[src/include/quad_enc_defines.svh]
// Constants for the two-drive quadrature encoder counter
`ifndef QUAD_ENC_DEFINES_SVH
`define QUAD_ENC_DEFINES_SVH
`define CNT_W 32
`define FB_CFG_ENC 8'h01
`define CLK_HZ 25000000
`define TRACK_MAX_HZ 100000
`define SAMPLE_HZ 4000
`define SAMPLE_CYC (`CLK_HZ / `SAMPLE_HZ)
`define EVAL_SINGLE 1'b0
`define EVAL_FOUR 1'b1
`endif

[src/include/quad_enc_pkg.sv]
// Types for the two-drive quadrature encoder counter
package quad_enc_pkg;
  typedef enum logic [1:0] {
    DIR_NONE = 2'h0,
    DIR_RIGHT = 2'h1,
    DIR_LEFT = 2'h3
  } dir_t;
  typedef enum logic [1:0] {
    MEAS_IDLE = 2'h0,
    MEAS_RUN = 2'h1,
    MEAS_LATCH = 2'h3
  } meas_t;
endpackage

[src/quad_track_decoder.sv]
// Synchroniser and edge decoder for one pair of encoder tracks
`timescale 1ns/10ps
`include "quad_enc_defines.svh"
module quad_track_decoder (
  input wire logic mclk, // Module clock
  input wire logic rst_n, // Synchronous reset, active low
  input wire logic track_a, // Raw track A
  input wire logic track_b, // Raw track B
  input wire logic four_edge, // High selects four-edge evaluation
  output logic step_up, // One-cycle count pulse, right rotation
  output logic step_down // One-cycle count pulse, left rotation
);
  logic [1:0] meta; // First synchroniser stage
  logic [1:0] sync; // Second synchroniser stage
  logic [1:0] prev; // Previous synchronised state

  // Two flops per track before any edge logic
  always_ff @(posedge mclk) begin
    if (!rst_n) begin
      meta <= 2'h0;
      sync <= 2'h0;
      prev <= 2'h0;
    end else begin
      meta <= {track_a, track_b}; // [RULE12]
      sync <= meta;
      prev <= sync;
    end
  end

  // Decode transitions; A leading B is right, A lagging B is left
  always_ff @(posedge mclk) begin
    if (!rst_n) begin
      step_up <= 1'b0;
      step_down <= 1'b0;
    end else if (four_edge == `EVAL_FOUR) begin
      // Every edge of either track counts; direction from phase [RULE4]
      step_up <= (prev[1] ^ sync[1]) & (sync[1] ^ sync[0]) |
                 (prev[0] ^ sync[0]) & ~(sync[1] ^ sync[0]); // [RULE1]
      step_down <= (prev[1] ^ sync[1]) & ~(sync[1] ^ sync[0]) |
                   (prev[0] ^ sync[0]) & (sync[1] ^ sync[0]); // [RULE2]
    end else begin
      // Only rising A counts; B level gives direction [RULE3]
      step_up <= ~prev[1] & sync[1] & ~sync[0]; // [RULE1]
      step_down <= ~prev[1] & sync[1] & sync[0]; // [RULE2]
    end
  end
endmodule

[src/quadrature_encoder_counter.sv]
// Two-drive quadrature encoder counter with velocity and acceleration
// Notes on behaviour
// [RULE1] A leading B means right, positive
// [RULE2] A lagging B means left, negative
// [RULE3] Single-edge: count rising A only
// [RULE4] Four-edge: count every edge of both
// [RULE5] Speed and direction from counter differences
// [RULE6] Config value one routes port_one, port_three
// [RULE7] Count readable as encoder actual value
// [RULE8] Drive 2 uses port_two and port_four
// [RULE9] Count correctly up to 100 kHz tracks
// [RULE10] Unused ports stay free for digital use
// [RULE11] Position, velocity, acceleration computed internally
// [RULE12] Synchronise, up right, down left, wrap
`timescale 1ns/10ps
`include "quad_enc_defines.svh"
module quadrature_encoder_counter (
  input wire logic mclk, // Module clock, 25 MHz
  input wire logic rst_n, // Synchronous reset, active low
  input wire logic [3:0] port_in, // Ports one..four input levels
  input wire logic [7:0] fb_cfg_1, // Drive 1 feedback configuration
  input wire logic [7:0] fb_cfg_2, // Drive 2 feedback configuration
  input wire logic eval_mode_1, // Drive 1 evaluation, high four-edge
  input wire logic eval_mode_2, // Drive 2 evaluation, high four-edge
  output logic [31:0] enc_actual_1, // Drive 1 encoder actual value
  output logic [31:0] enc_actual_2, // Drive 2 encoder actual value
  output logic [31:0] velocity_1, // Drive 1 counts per sample
  output logic [31:0] velocity_2, // Drive 2 counts per sample
  output logic [31:0] accel_1, // Drive 1 velocity change per sample
  output logic [31:0] accel_2, // Drive 2 velocity change per sample
  output quad_enc_pkg::dir_t dir_1, // Drive 1 movement direction
  output quad_enc_pkg::dir_t dir_2, // Drive 2 movement direction
  output logic closed_loop_1, // Drive 1 loops closed on encoder
  output logic closed_loop_2, // Drive 2 loops closed on encoder
  output logic [3:0] dio_free, // Ports left for digital use
  output logic sample_tick // One-cycle pulse, one cycle before the velocity outputs update
);
  // Sample period in cycles, derived from clock and sample rate
  localparam int SAMPLE_CYC = `SAMPLE_CYC;

  logic [1:0] enc_en; // Per-drive encoder enable
  logic [1:0] mode; // Per-drive evaluation mode
  logic [1:0] up; // Per-drive up pulses
  logic [1:0] down; // Per-drive down pulses
  logic [31:0] count [2]; // Running counters
  logic [31:0] last [2]; // Count at previous sample
  logic [31:0] vel [2]; // Last velocity
  logic [31:0] acc [2]; // Last acceleration
  logic [15:0] tick_cnt; // Sample timer
  quad_enc_pkg::meas_t meas; // Measurement sequencer
  quad_enc_pkg::dir_t dir_v [2]; // Direction from differences

  // Decode the feedback entry once, used for both drives
  function automatic logic cfg_is_enc(input logic [7:0] cfg);
    cfg_is_enc = (cfg == `FB_CFG_ENC);
  endfunction

  assign mode = {eval_mode_2, eval_mode_1};

  // Enable latch; decoded config drives the routing below
  always_ff @(posedge mclk) begin
    if (!rst_n) begin
      enc_en <= 2'h0;
    end else begin
      enc_en[0] <= cfg_is_enc(fb_cfg_1); // [RULE6]
      enc_en[1] <= cfg_is_enc(fb_cfg_2); // [RULE8]
    end
  end

  // One decoder per drive; drive d uses ports d and d+2
  genvar d;
  generate
    for (d = 0; d < 2; d++) begin : g_drv
      logic [31:0] diff; // Counts moved this sample
      quad_track_decoder u_dec (
        .mclk(mclk),
        .rst_n(rst_n),
        .track_a(port_in[d] & enc_en[d]), // [RULE6] [RULE8]
        .track_b(port_in[d+2] & enc_en[d]),
        .four_edge(mode[d]),
        .step_up(up[d]),
        .step_down(down[d])
      );

      // Counter: one pulse per cycle at most, which at 25 MHz easily
      // covers four edges per 100 kHz period; wraps naturally
      always_ff @(posedge mclk) begin
        if (!rst_n || !enc_en[d]) begin
          count[d] <= 32'h0;
        end else if (up[d]) begin
          count[d] <= count[d] + 32'h1; // [RULE12] [RULE9]
        end else if (down[d]) begin
          count[d] <= count[d] - 32'h1; // [RULE12]
        end
      end

      assign diff = count[d] - last[d];

      // Velocity and direction from successive readings
      always_ff @(posedge mclk) begin
        if (!rst_n) begin
          last[d] <= 32'h0;
          vel[d] <= 32'h0;
          acc[d] <= 32'h0;
          dir_v[d] <= quad_enc_pkg::DIR_NONE;
        end else if (meas == quad_enc_pkg::MEAS_LATCH) begin
          last[d] <= count[d];
          vel[d] <= diff; // [RULE5] [RULE11]
          acc[d] <= diff - vel[d]; // [RULE11]
          if (diff == 32'h0) begin
            dir_v[d] <= quad_enc_pkg::DIR_NONE; // Standing still
          end else if (diff[31]) begin
            dir_v[d] <= quad_enc_pkg::DIR_LEFT; // [RULE5]
          end else begin
            dir_v[d] <= quad_enc_pkg::DIR_RIGHT; // [RULE5]
          end
        end
      end
    end
  endgenerate

  // Sample sequencer: waits a period, then latches one cycle
  always_ff @(posedge mclk) begin
    if (!rst_n) begin
      meas <= quad_enc_pkg::MEAS_IDLE;
      tick_cnt <= 16'h0;
    end else begin
      case (meas)
        quad_enc_pkg::MEAS_IDLE: begin
          meas <= quad_enc_pkg::MEAS_RUN;
          tick_cnt <= 16'h0;
        end
        quad_enc_pkg::MEAS_RUN: begin
          if (tick_cnt == 16'(SAMPLE_CYC - 2)) begin
            meas <= quad_enc_pkg::MEAS_LATCH;
          end else begin
            tick_cnt <= tick_cnt + 16'h1;
          end
        end
        quad_enc_pkg::MEAS_LATCH: begin
          meas <= quad_enc_pkg::MEAS_IDLE;
        end
        default: begin
          meas <= quad_enc_pkg::MEAS_IDLE;
        end
      endcase
    end
  end

  // Registered outputs; free ports follow the enables
  always_ff @(posedge mclk) begin
    if (!rst_n) begin
      enc_actual_1 <= 32'h0;
      enc_actual_2 <= 32'h0;
      velocity_1 <= 32'h0;
      velocity_2 <= 32'h0;
      accel_1 <= 32'h0;
      accel_2 <= 32'h0;
      dir_1 <= quad_enc_pkg::DIR_NONE;
      dir_2 <= quad_enc_pkg::DIR_NONE;
      closed_loop_1 <= 1'b0;
      closed_loop_2 <= 1'b0;
      dio_free <= 4'hF;
      sample_tick <= 1'b0;
    end else begin
      enc_actual_1 <= count[0]; // [RULE7]
      enc_actual_2 <= count[1]; // [RULE7]
      velocity_1 <= vel[0];
      velocity_2 <= vel[1];
      accel_1 <= acc[0];
      accel_2 <= acc[1];
      dir_1 <= dir_v[0];
      dir_2 <= dir_v[1];
      closed_loop_1 <= enc_en[0]; // [RULE11]
      closed_loop_2 <= enc_en[1]; // [RULE11]
      // Bit order is port_four, port_three, port_two, port_one
      dio_free <= {~enc_en[1], ~enc_en[0],
                   ~enc_en[1], ~enc_en[0]}; // [RULE10]
      sample_tick <= (meas == quad_enc_pkg::MEAS_LATCH);
    end
  end
endmodule

[config.mk]
export PLATFORM = sky130hd
export DESIGN_NAME = quadrature_encoder_counter
export DESIGN_NICKNAME = d
export VERILOG_FILES = /design/src/include/quad_enc_pkg.sv /design/src/quad_track_decoder.sv /design/src/quadrature_encoder_counter.sv
export VERILOG_INCLUDE_DIRS = /design/src /design/src/include
export SDC_FILE = /design/constraint.sdc
export NUM_CORES = 1
export LEC_CHECK = 0
export ABC_CLOCK_PERIOD_IN_PS = 16120
export BUFFER_PORTS_ARGS = -buffer_cell sky130_fd_sc_hd__buf_4
export CAP_MARGIN = 10
export CORE_MARGIN = 2
export CORE_UTILIZATION = 60
export CTS_BUF_LIST = sky130_fd_sc_hd__clkbuf_8
export DETAILED_ROUTE_END_ITERATION = 6
export GPL_TIMING_DRIVEN = 0
export PLACE_DENSITY_LB_ADDON = 0.08
export SETUP_SLACK_MARGIN = 0.02
export SLEW_MARGIN = 5
export SYNTH_ARGS = -nofsm -noshare
export SYNTH_HDL_FRONTEND = slang
export SYNTH_SLANG_ARGS = --single-unit
[constraint.sdc]
create_clock -name mclk -period 16.12 [get_ports mclk]
set_clock_uncertainty 0.05 [all_clocks]
set_input_delay 2.418 -clock mclk [delete_from_list [all_inputs] [get_ports mclk]]
set_output_delay 2.418 -clock mclk [all_outputs]
set_load 0.05 [all_outputs]
After elaboration in Yosys (flattened, before gate mapping)
Memory sizes are Yosys's and may differ from the RTL's. A register that Yosys moved wholly into a read port is not among the register bits. Index checks and enable logic that the tools add are counted. W data, S select, Z words.

Register bits: 171. RAM bits: 260. Input bits: 24. Output and inout port bits: 203. Memories kept: 5.

Memory list: acc (depth 2, width 32, rd ports 2, clocked after memory_dff 2, wr ports 2, RTL line quadrature_encoder_counter.sv:48) `logic [31:0] acc [2];`; count (depth 2, width 32, rd ports 2, clocked after memory_dff 0, wr ports 2, RTL line quadrature_encoder_counter.sv:45) `logic [31:0] count [2];`; last (depth 2, width 32, rd ports 2, clocked after memory_dff 0, wr ports 2, RTL line quadrature_encoder_counter.sv:46) `logic [31:0] last [2];`; vel (depth 2, width 32, rd ports 2, clocked after memory_dff 0, wr ports 2, RTL line quadrature_encoder_counter.sv:47) `logic [31:0] vel [2];`; dir_v (depth 2, width 2, rd ports 2, clocked after memory_dff 2, wr ports 2, RTL line quadrature_encoder_counter.sv:51) `quad_enc_pkg::dir_t dir_v [2];`.

Add/subtract/negate cells: 9. Equality and inequality tests: 7. Muxes and demuxes: 74. Bitwise logic cells: 52. Reduce and logical (&&, ||, !) cells: 14.

Operators with widths (number): $mux W32 (10); $sub A32 B32 Y32 (4); $add A32 B1 Y32 const B (2); $logic_not A32 Y1 (2); $sub A32 B1 Y32 const B (2); $mux W1 (54); $pmux W16 S2 (1); $or A1 B1 Y1 (20); $and A1 B1 Y1 (18); $add A16 B1 Y16 const B (1); $eq A16 B13 Y1 const B (1); $eq A8 B1 Y1 const B (2); $mux W16 (1); $mux W2 (7); $not A1 Y1 (8); $logic_not A1 Y1 (7); $xor A1 B1 Y1 (6); $ne A2 B2 Y1 const B (2); $pmux W2 S2 (1); $eq A2 B1 Y1 const B (1); $eq A2 B2 Y1 const B (1); $logic_not A2 Y1 (1); $logic_or A1 B1 Y1 (2); $reduce_and A2 Y1 (1); $reduce_bool A2 Y1 (1).

Longest topological paths before layout
Depth in word-level cells: 9. Depth in mapped cells: 24. Gate-level depth less buffers: 23.

By module
Synthesis repeated with hierarchy kept, for this count alone.

Cell total of the unflattened synthesis: 2566. Area total of the unflattened synthesis: 25730.9 um2.

By module, submodules not included: quadrature_encoder_counter (times used 1, cells each 2502, area each 25057.8 um2, seq. area each 12231.7 um2); quad_track_decoder (times used 2, cells each 32, area each 336.6 um2, seq. area each 160.2 um2).

Least setup slack after synthesis
No wires, ideal clock.

Path kind: in2reg. Start: input port rst_n. End: memory acc[0][0], enable pin. Setup time: 1.532 ns. Arrival: 6.048 ns. Path slack: 8.490 ns. Stages: 3. Buffers on the path: 2. Cells stage by stage: clkbuf_1 > clkbuf_1 > nand2_1.

RTL lines: from (decl) (RTL line quadrature_encoder_counter.sv:19) `input wire logic rst_n,`; to (decl) (RTL line quadrature_encoder_counter.sv:48).

==> impl_metrics.json <==
{
  "outcome": "finished clean",
  "postSynthCellCount": 2580,
  "critPathArrivalTime_ns": 8.14,
  "clock_latency_ns": 0.67,
  "critPathKind": "in2reg",
  "cpPeakStageDelay_ns": 0.90,
  "slew_headroom_pct": 22.20,
  "drt_wl_total_mm": 63.84,
  "grt_pass1_wl_mm": 100.3,
  "period_needed_ns": 7.796,
  "n_fill_cell": 3236,
  "setup_viol": 0,
  "synth_top_family_by_area": "simple AND/OR/NAND/NOR gates",
  "synthSimpleGateAreaFrac_pct": 19.45,
  "yosysTopAreaCell": "edfxtp_1",
  "yosys-top-cells-area": "edfxtp_1, dfxtp_1, ha_1",
  "num_rows": 75,
  "cts-htree-levels": 3,
  "setup_slack_ns": 8.324,
  "synth_xor_area_share_pct": 4.954,
  "cts_buffers": 82,
  "worst_hold_slack_ns": 0.3733,
  "period_share_pct": 48.36,
  "dr.pass1.iters": 5,
  "place.gp.congestion": 0.9242,
  "antenna_found_initial": 2,
  "num_io_pins": 227,
  "power_density_nw_per_um2": 100.5,
  "post_cts_resized": 0,
  "endpoint_kind": "register",
  "syn2layout_area_growth_pct": 16.73,
  "synth-seq-area-share_pct": 48.92,
  "syn_avg_cell_area_sq_um": 9.946,
  "drc_errors": 0,
  "drt-initial-drc-count": 1872,
  "start_util_pct": 61.04,
  "synth_enable_flop_cells": 260,
  "postCtsHoldBufs": 0,
  "vdd_ir_drop_max_v": 0.00007940,
  "slowest_stage": "inv_1",
  "finalHoldViolCount": 0,
  "vias_per_cell": 5.690,
  "drtAntennaViolNets": 0,
  "drive_gt1_share_pct": 13.23,
  "async_flop_share_pct": 0,
  "die_h_microns": 210.8,
  "fmax_mhz": 128.3,
  "yosysWarnings": 0,
  "cp_max_fo": 30,
  "grt_pass1_vias": 18860,
  "worst_pin_slew_ns": 1.155,
  "synth_cell_type_count": 86,
  "drv_slew": 0,
  "clock-sinks": 497,
  "p_leak_nw": 13.31,
  "synth_compound_area_share_pct": 13.99,
  "dpl_worst_slack_ns": 7.731,
  "post-cts-setup-buffers": 0,
  "overflow": 0,
  "cts_buffer_depth": 3,
  "dpl.hpwl_mm": 47.84,
  "netlist_area_sq_um": 25660,
  "grt_max_degree": 69,
  "cts_tree": "done",
  "maxCapViolations": 0,
  "rsz0062_at_grt": "false",
  "cts_root_buf": "clkbuf_8",
  "path_cells": "buf_4 > clkbuf_1 > nand2_1 > inv_1 > nand3b_1 > inv_1 > ha_1 > a21o_1 > a21oi_1 > o21ai_0 > a32o_1 > o311ai_0 > nand2_1 > o41ai_2 > o2111ai_1 > a211oi_1 > xnor2_1 > nor2_1",
  "crit_required_ns": 16.46,
  "hp-class": "reg2reg",
  "fp.dieArea_sq_um": 44440,
  "setup_tns_ns": 0,
  "die_w_microns": 210.8,
  "syn-num-nets": 2770,
  "vias": 19950,
  "start_kind": "input port",
  "io_buffers": 226,
  "ys_ff_latch": 497,
  "core_sq_um": 42040,
  "wl_per_cell_microns": 18.21,
  "synth_flop_cell": "edfxtp_1",
  "synthMuxAreaShare_pct": 0.1950,
  "synthAdderAreaFrac_pct": 8.241,
  "fin_nets": 3084,
  "synth_top_cell_area_share_pct": 30.43,
  "path_clk_slew_ns": 0.07,
  "global_route.usage.total_pct": 28.75
}
worst max-delay path: cells and delay by family:
| family | cells | cell delay (ns) |
|---|---|---|
| XOR/XNOR | 1 | 0.16 |
| AND/OR/NAND/NOR | 4 | 0.77 |
| adder cells (fa/ha/maj) | 1 | 0.40 |
| AO/OA/AOI/OAI | 8 | 2.48 |
| buffers and inverters | 4 | 1.90 |
kinds of logic after synthesis:
logic type               Yosys count
AO/OA/AOI/OAI                    540
XOR/XNOR                         142
adder cells (fa/ha/maj)          166
buffers and inverters            288
flip-flops                       497
multiplexers                       5
AND/OR/NAND/NOR                  942
routing by layer:
| metal | vias up | wire length [microns] | global-route usage (%) | share of wire (%) |
|---|---|---|---|---|
| li1 | 9724 | - | - | - |
| met1 | 9378 | 30130 | 43.05 | 47 |
| met2 | 759 | 27600 | 42.98 | 43 |
| met3 | 87 | 4892 | 4.445 | 7.7 |
| met4 | 0 | 1211 | 8.985 | 1.9 |
| met5 | - | 0 | 0 | 0 |
power breakdown:
group	leakage, nW	total [mW]	switching (mW)	internal (mW)
registers	4.59	1.40	0.0220	1.37
clock network	1.02	1.19	0.517	0.669
logic	7.70	0.428	0.277	0.151
final cells by class:
type	count	area, sq um	area share, %
Antenna cell	3	7.507	0.02506
Buffer	85	329.1	1.099
Clock buffer	105	1445	4.825
Tap cell	539	674.4	2.251
Multi-Input combinational cell	1795	12030	40.15
Inverter	203	762.0	2.544
Sequential cell	497	12550	41.90
Clock inverter	49	351.6	1.174
Timing Repair Buffer	230	1807	6.032
cell usage in the layout (no fill, tap or decap), drive strengths merged, types with 16 or more instances in the layout:
| master | synthesis | layout |
|---|---|---|
| o21ai | 88 | 88 |
| nand3 | 50 | 50 |
| nand2b | 18 | 18 |
| clkbuf | 76 | 181 |
| xnor2 | 72 | 72 |
| edfxtp | 260 | 260 |
| buf | 9 | 239 |
| o21a | 25 | 25 |
| nand4 | 21 | 21 |
| o21bai | 20 | 20 |
| nor2b | 54 | 54 |
| a21oi | 164 | 164 |
| xor2 | 68 | 68 |
| nand2 | 117 | 117 |
| inv | 202 | 229 |
| and3 | 34 | 34 |
| a21o | 67 | 67 |
| clkinv | 1 | 16 |
| ha | 161 | 161 |
| nor3 | 36 | 36 |
| and2 | 289 | 289 |
| a31oi | 21 | 21 |
| nor4 | 18 | 18 |
| a211oi | 24 | 24 |
| dfxtp | 237 | 237 |
| nor2 | 238 | 238 |
Yosys cell counts (21+ instances only):
master,instances
a21o_1,66
edfxtp_1,260
xor2_1,68
nor2b_1,54
dfxtp_1,237
nor2_1,238
a21oi_1,164
nand2_1,117
and2_1,287
ha_1,161
xnor2_1,72
and3_1,34
o21a_1,25
a211oi_1,23
clkbuf_1,76
nor3_1,36
inv_1,202
a31oi_1,21
nand3_1,50
o21ai_0,84
nand4_1,21
final timing paths:
| kind | from | to | cells after the start | slack, ns |
|---|---|---|---|---|
| setup / recovery | rst_n | count[1][31] | 18 | 8.32 |
| hold / removal | g_drv[0].u_dec.meta[0] | g_drv[0].u_dec.sync[0] | 1 | 0.37 |
| setup reg to reg | count[1][0] | acc[1][29] | 21 | 10.24 |
| hold reg to reg | g_drv[0].u_dec.meta[0] | g_drv[0].u_dec.sync[0] | 1 | 0.37 |
state kept, by name (all words and copies together) (netlist names), 4 cells and up:
signal / flops
acc: 64
accel_1: 32
accel_2: 32
count: 64
dir_v: 4
enc_actual_1: 32
enc_actual_2: 32
g_drv.u_dec.meta: 4
g_drv.u_dec.prev: 4
g_drv.u_dec.sync: 4
last: 64
tick_cnt: 16
vel: 64
velocity_1: 32
velocity_2: 32
metrics by stage:
| step | cell area (sq um) | power (mW) | utilization, % | std cells |
|---|---|---|---|---|
| 3_3_place_gp | 28030 | 1.837 | 66.68 | 3345 |
| 6_report | 29950 | 3.011 | 71.25 | 3506 |
| 3_5_place_dp | 28150 | 1.842 | 66.96 | 3349 |
| 5_1_grt | 29950 | 3.124 | 71.23 | 3503 |
| 4_1_cts | 29950 | 3.024 | 71.23 | 3503 |
| 2_1_floorplan | 25660 | 1.731 | - | 2580 |
(Power assumes the default switching activity.)
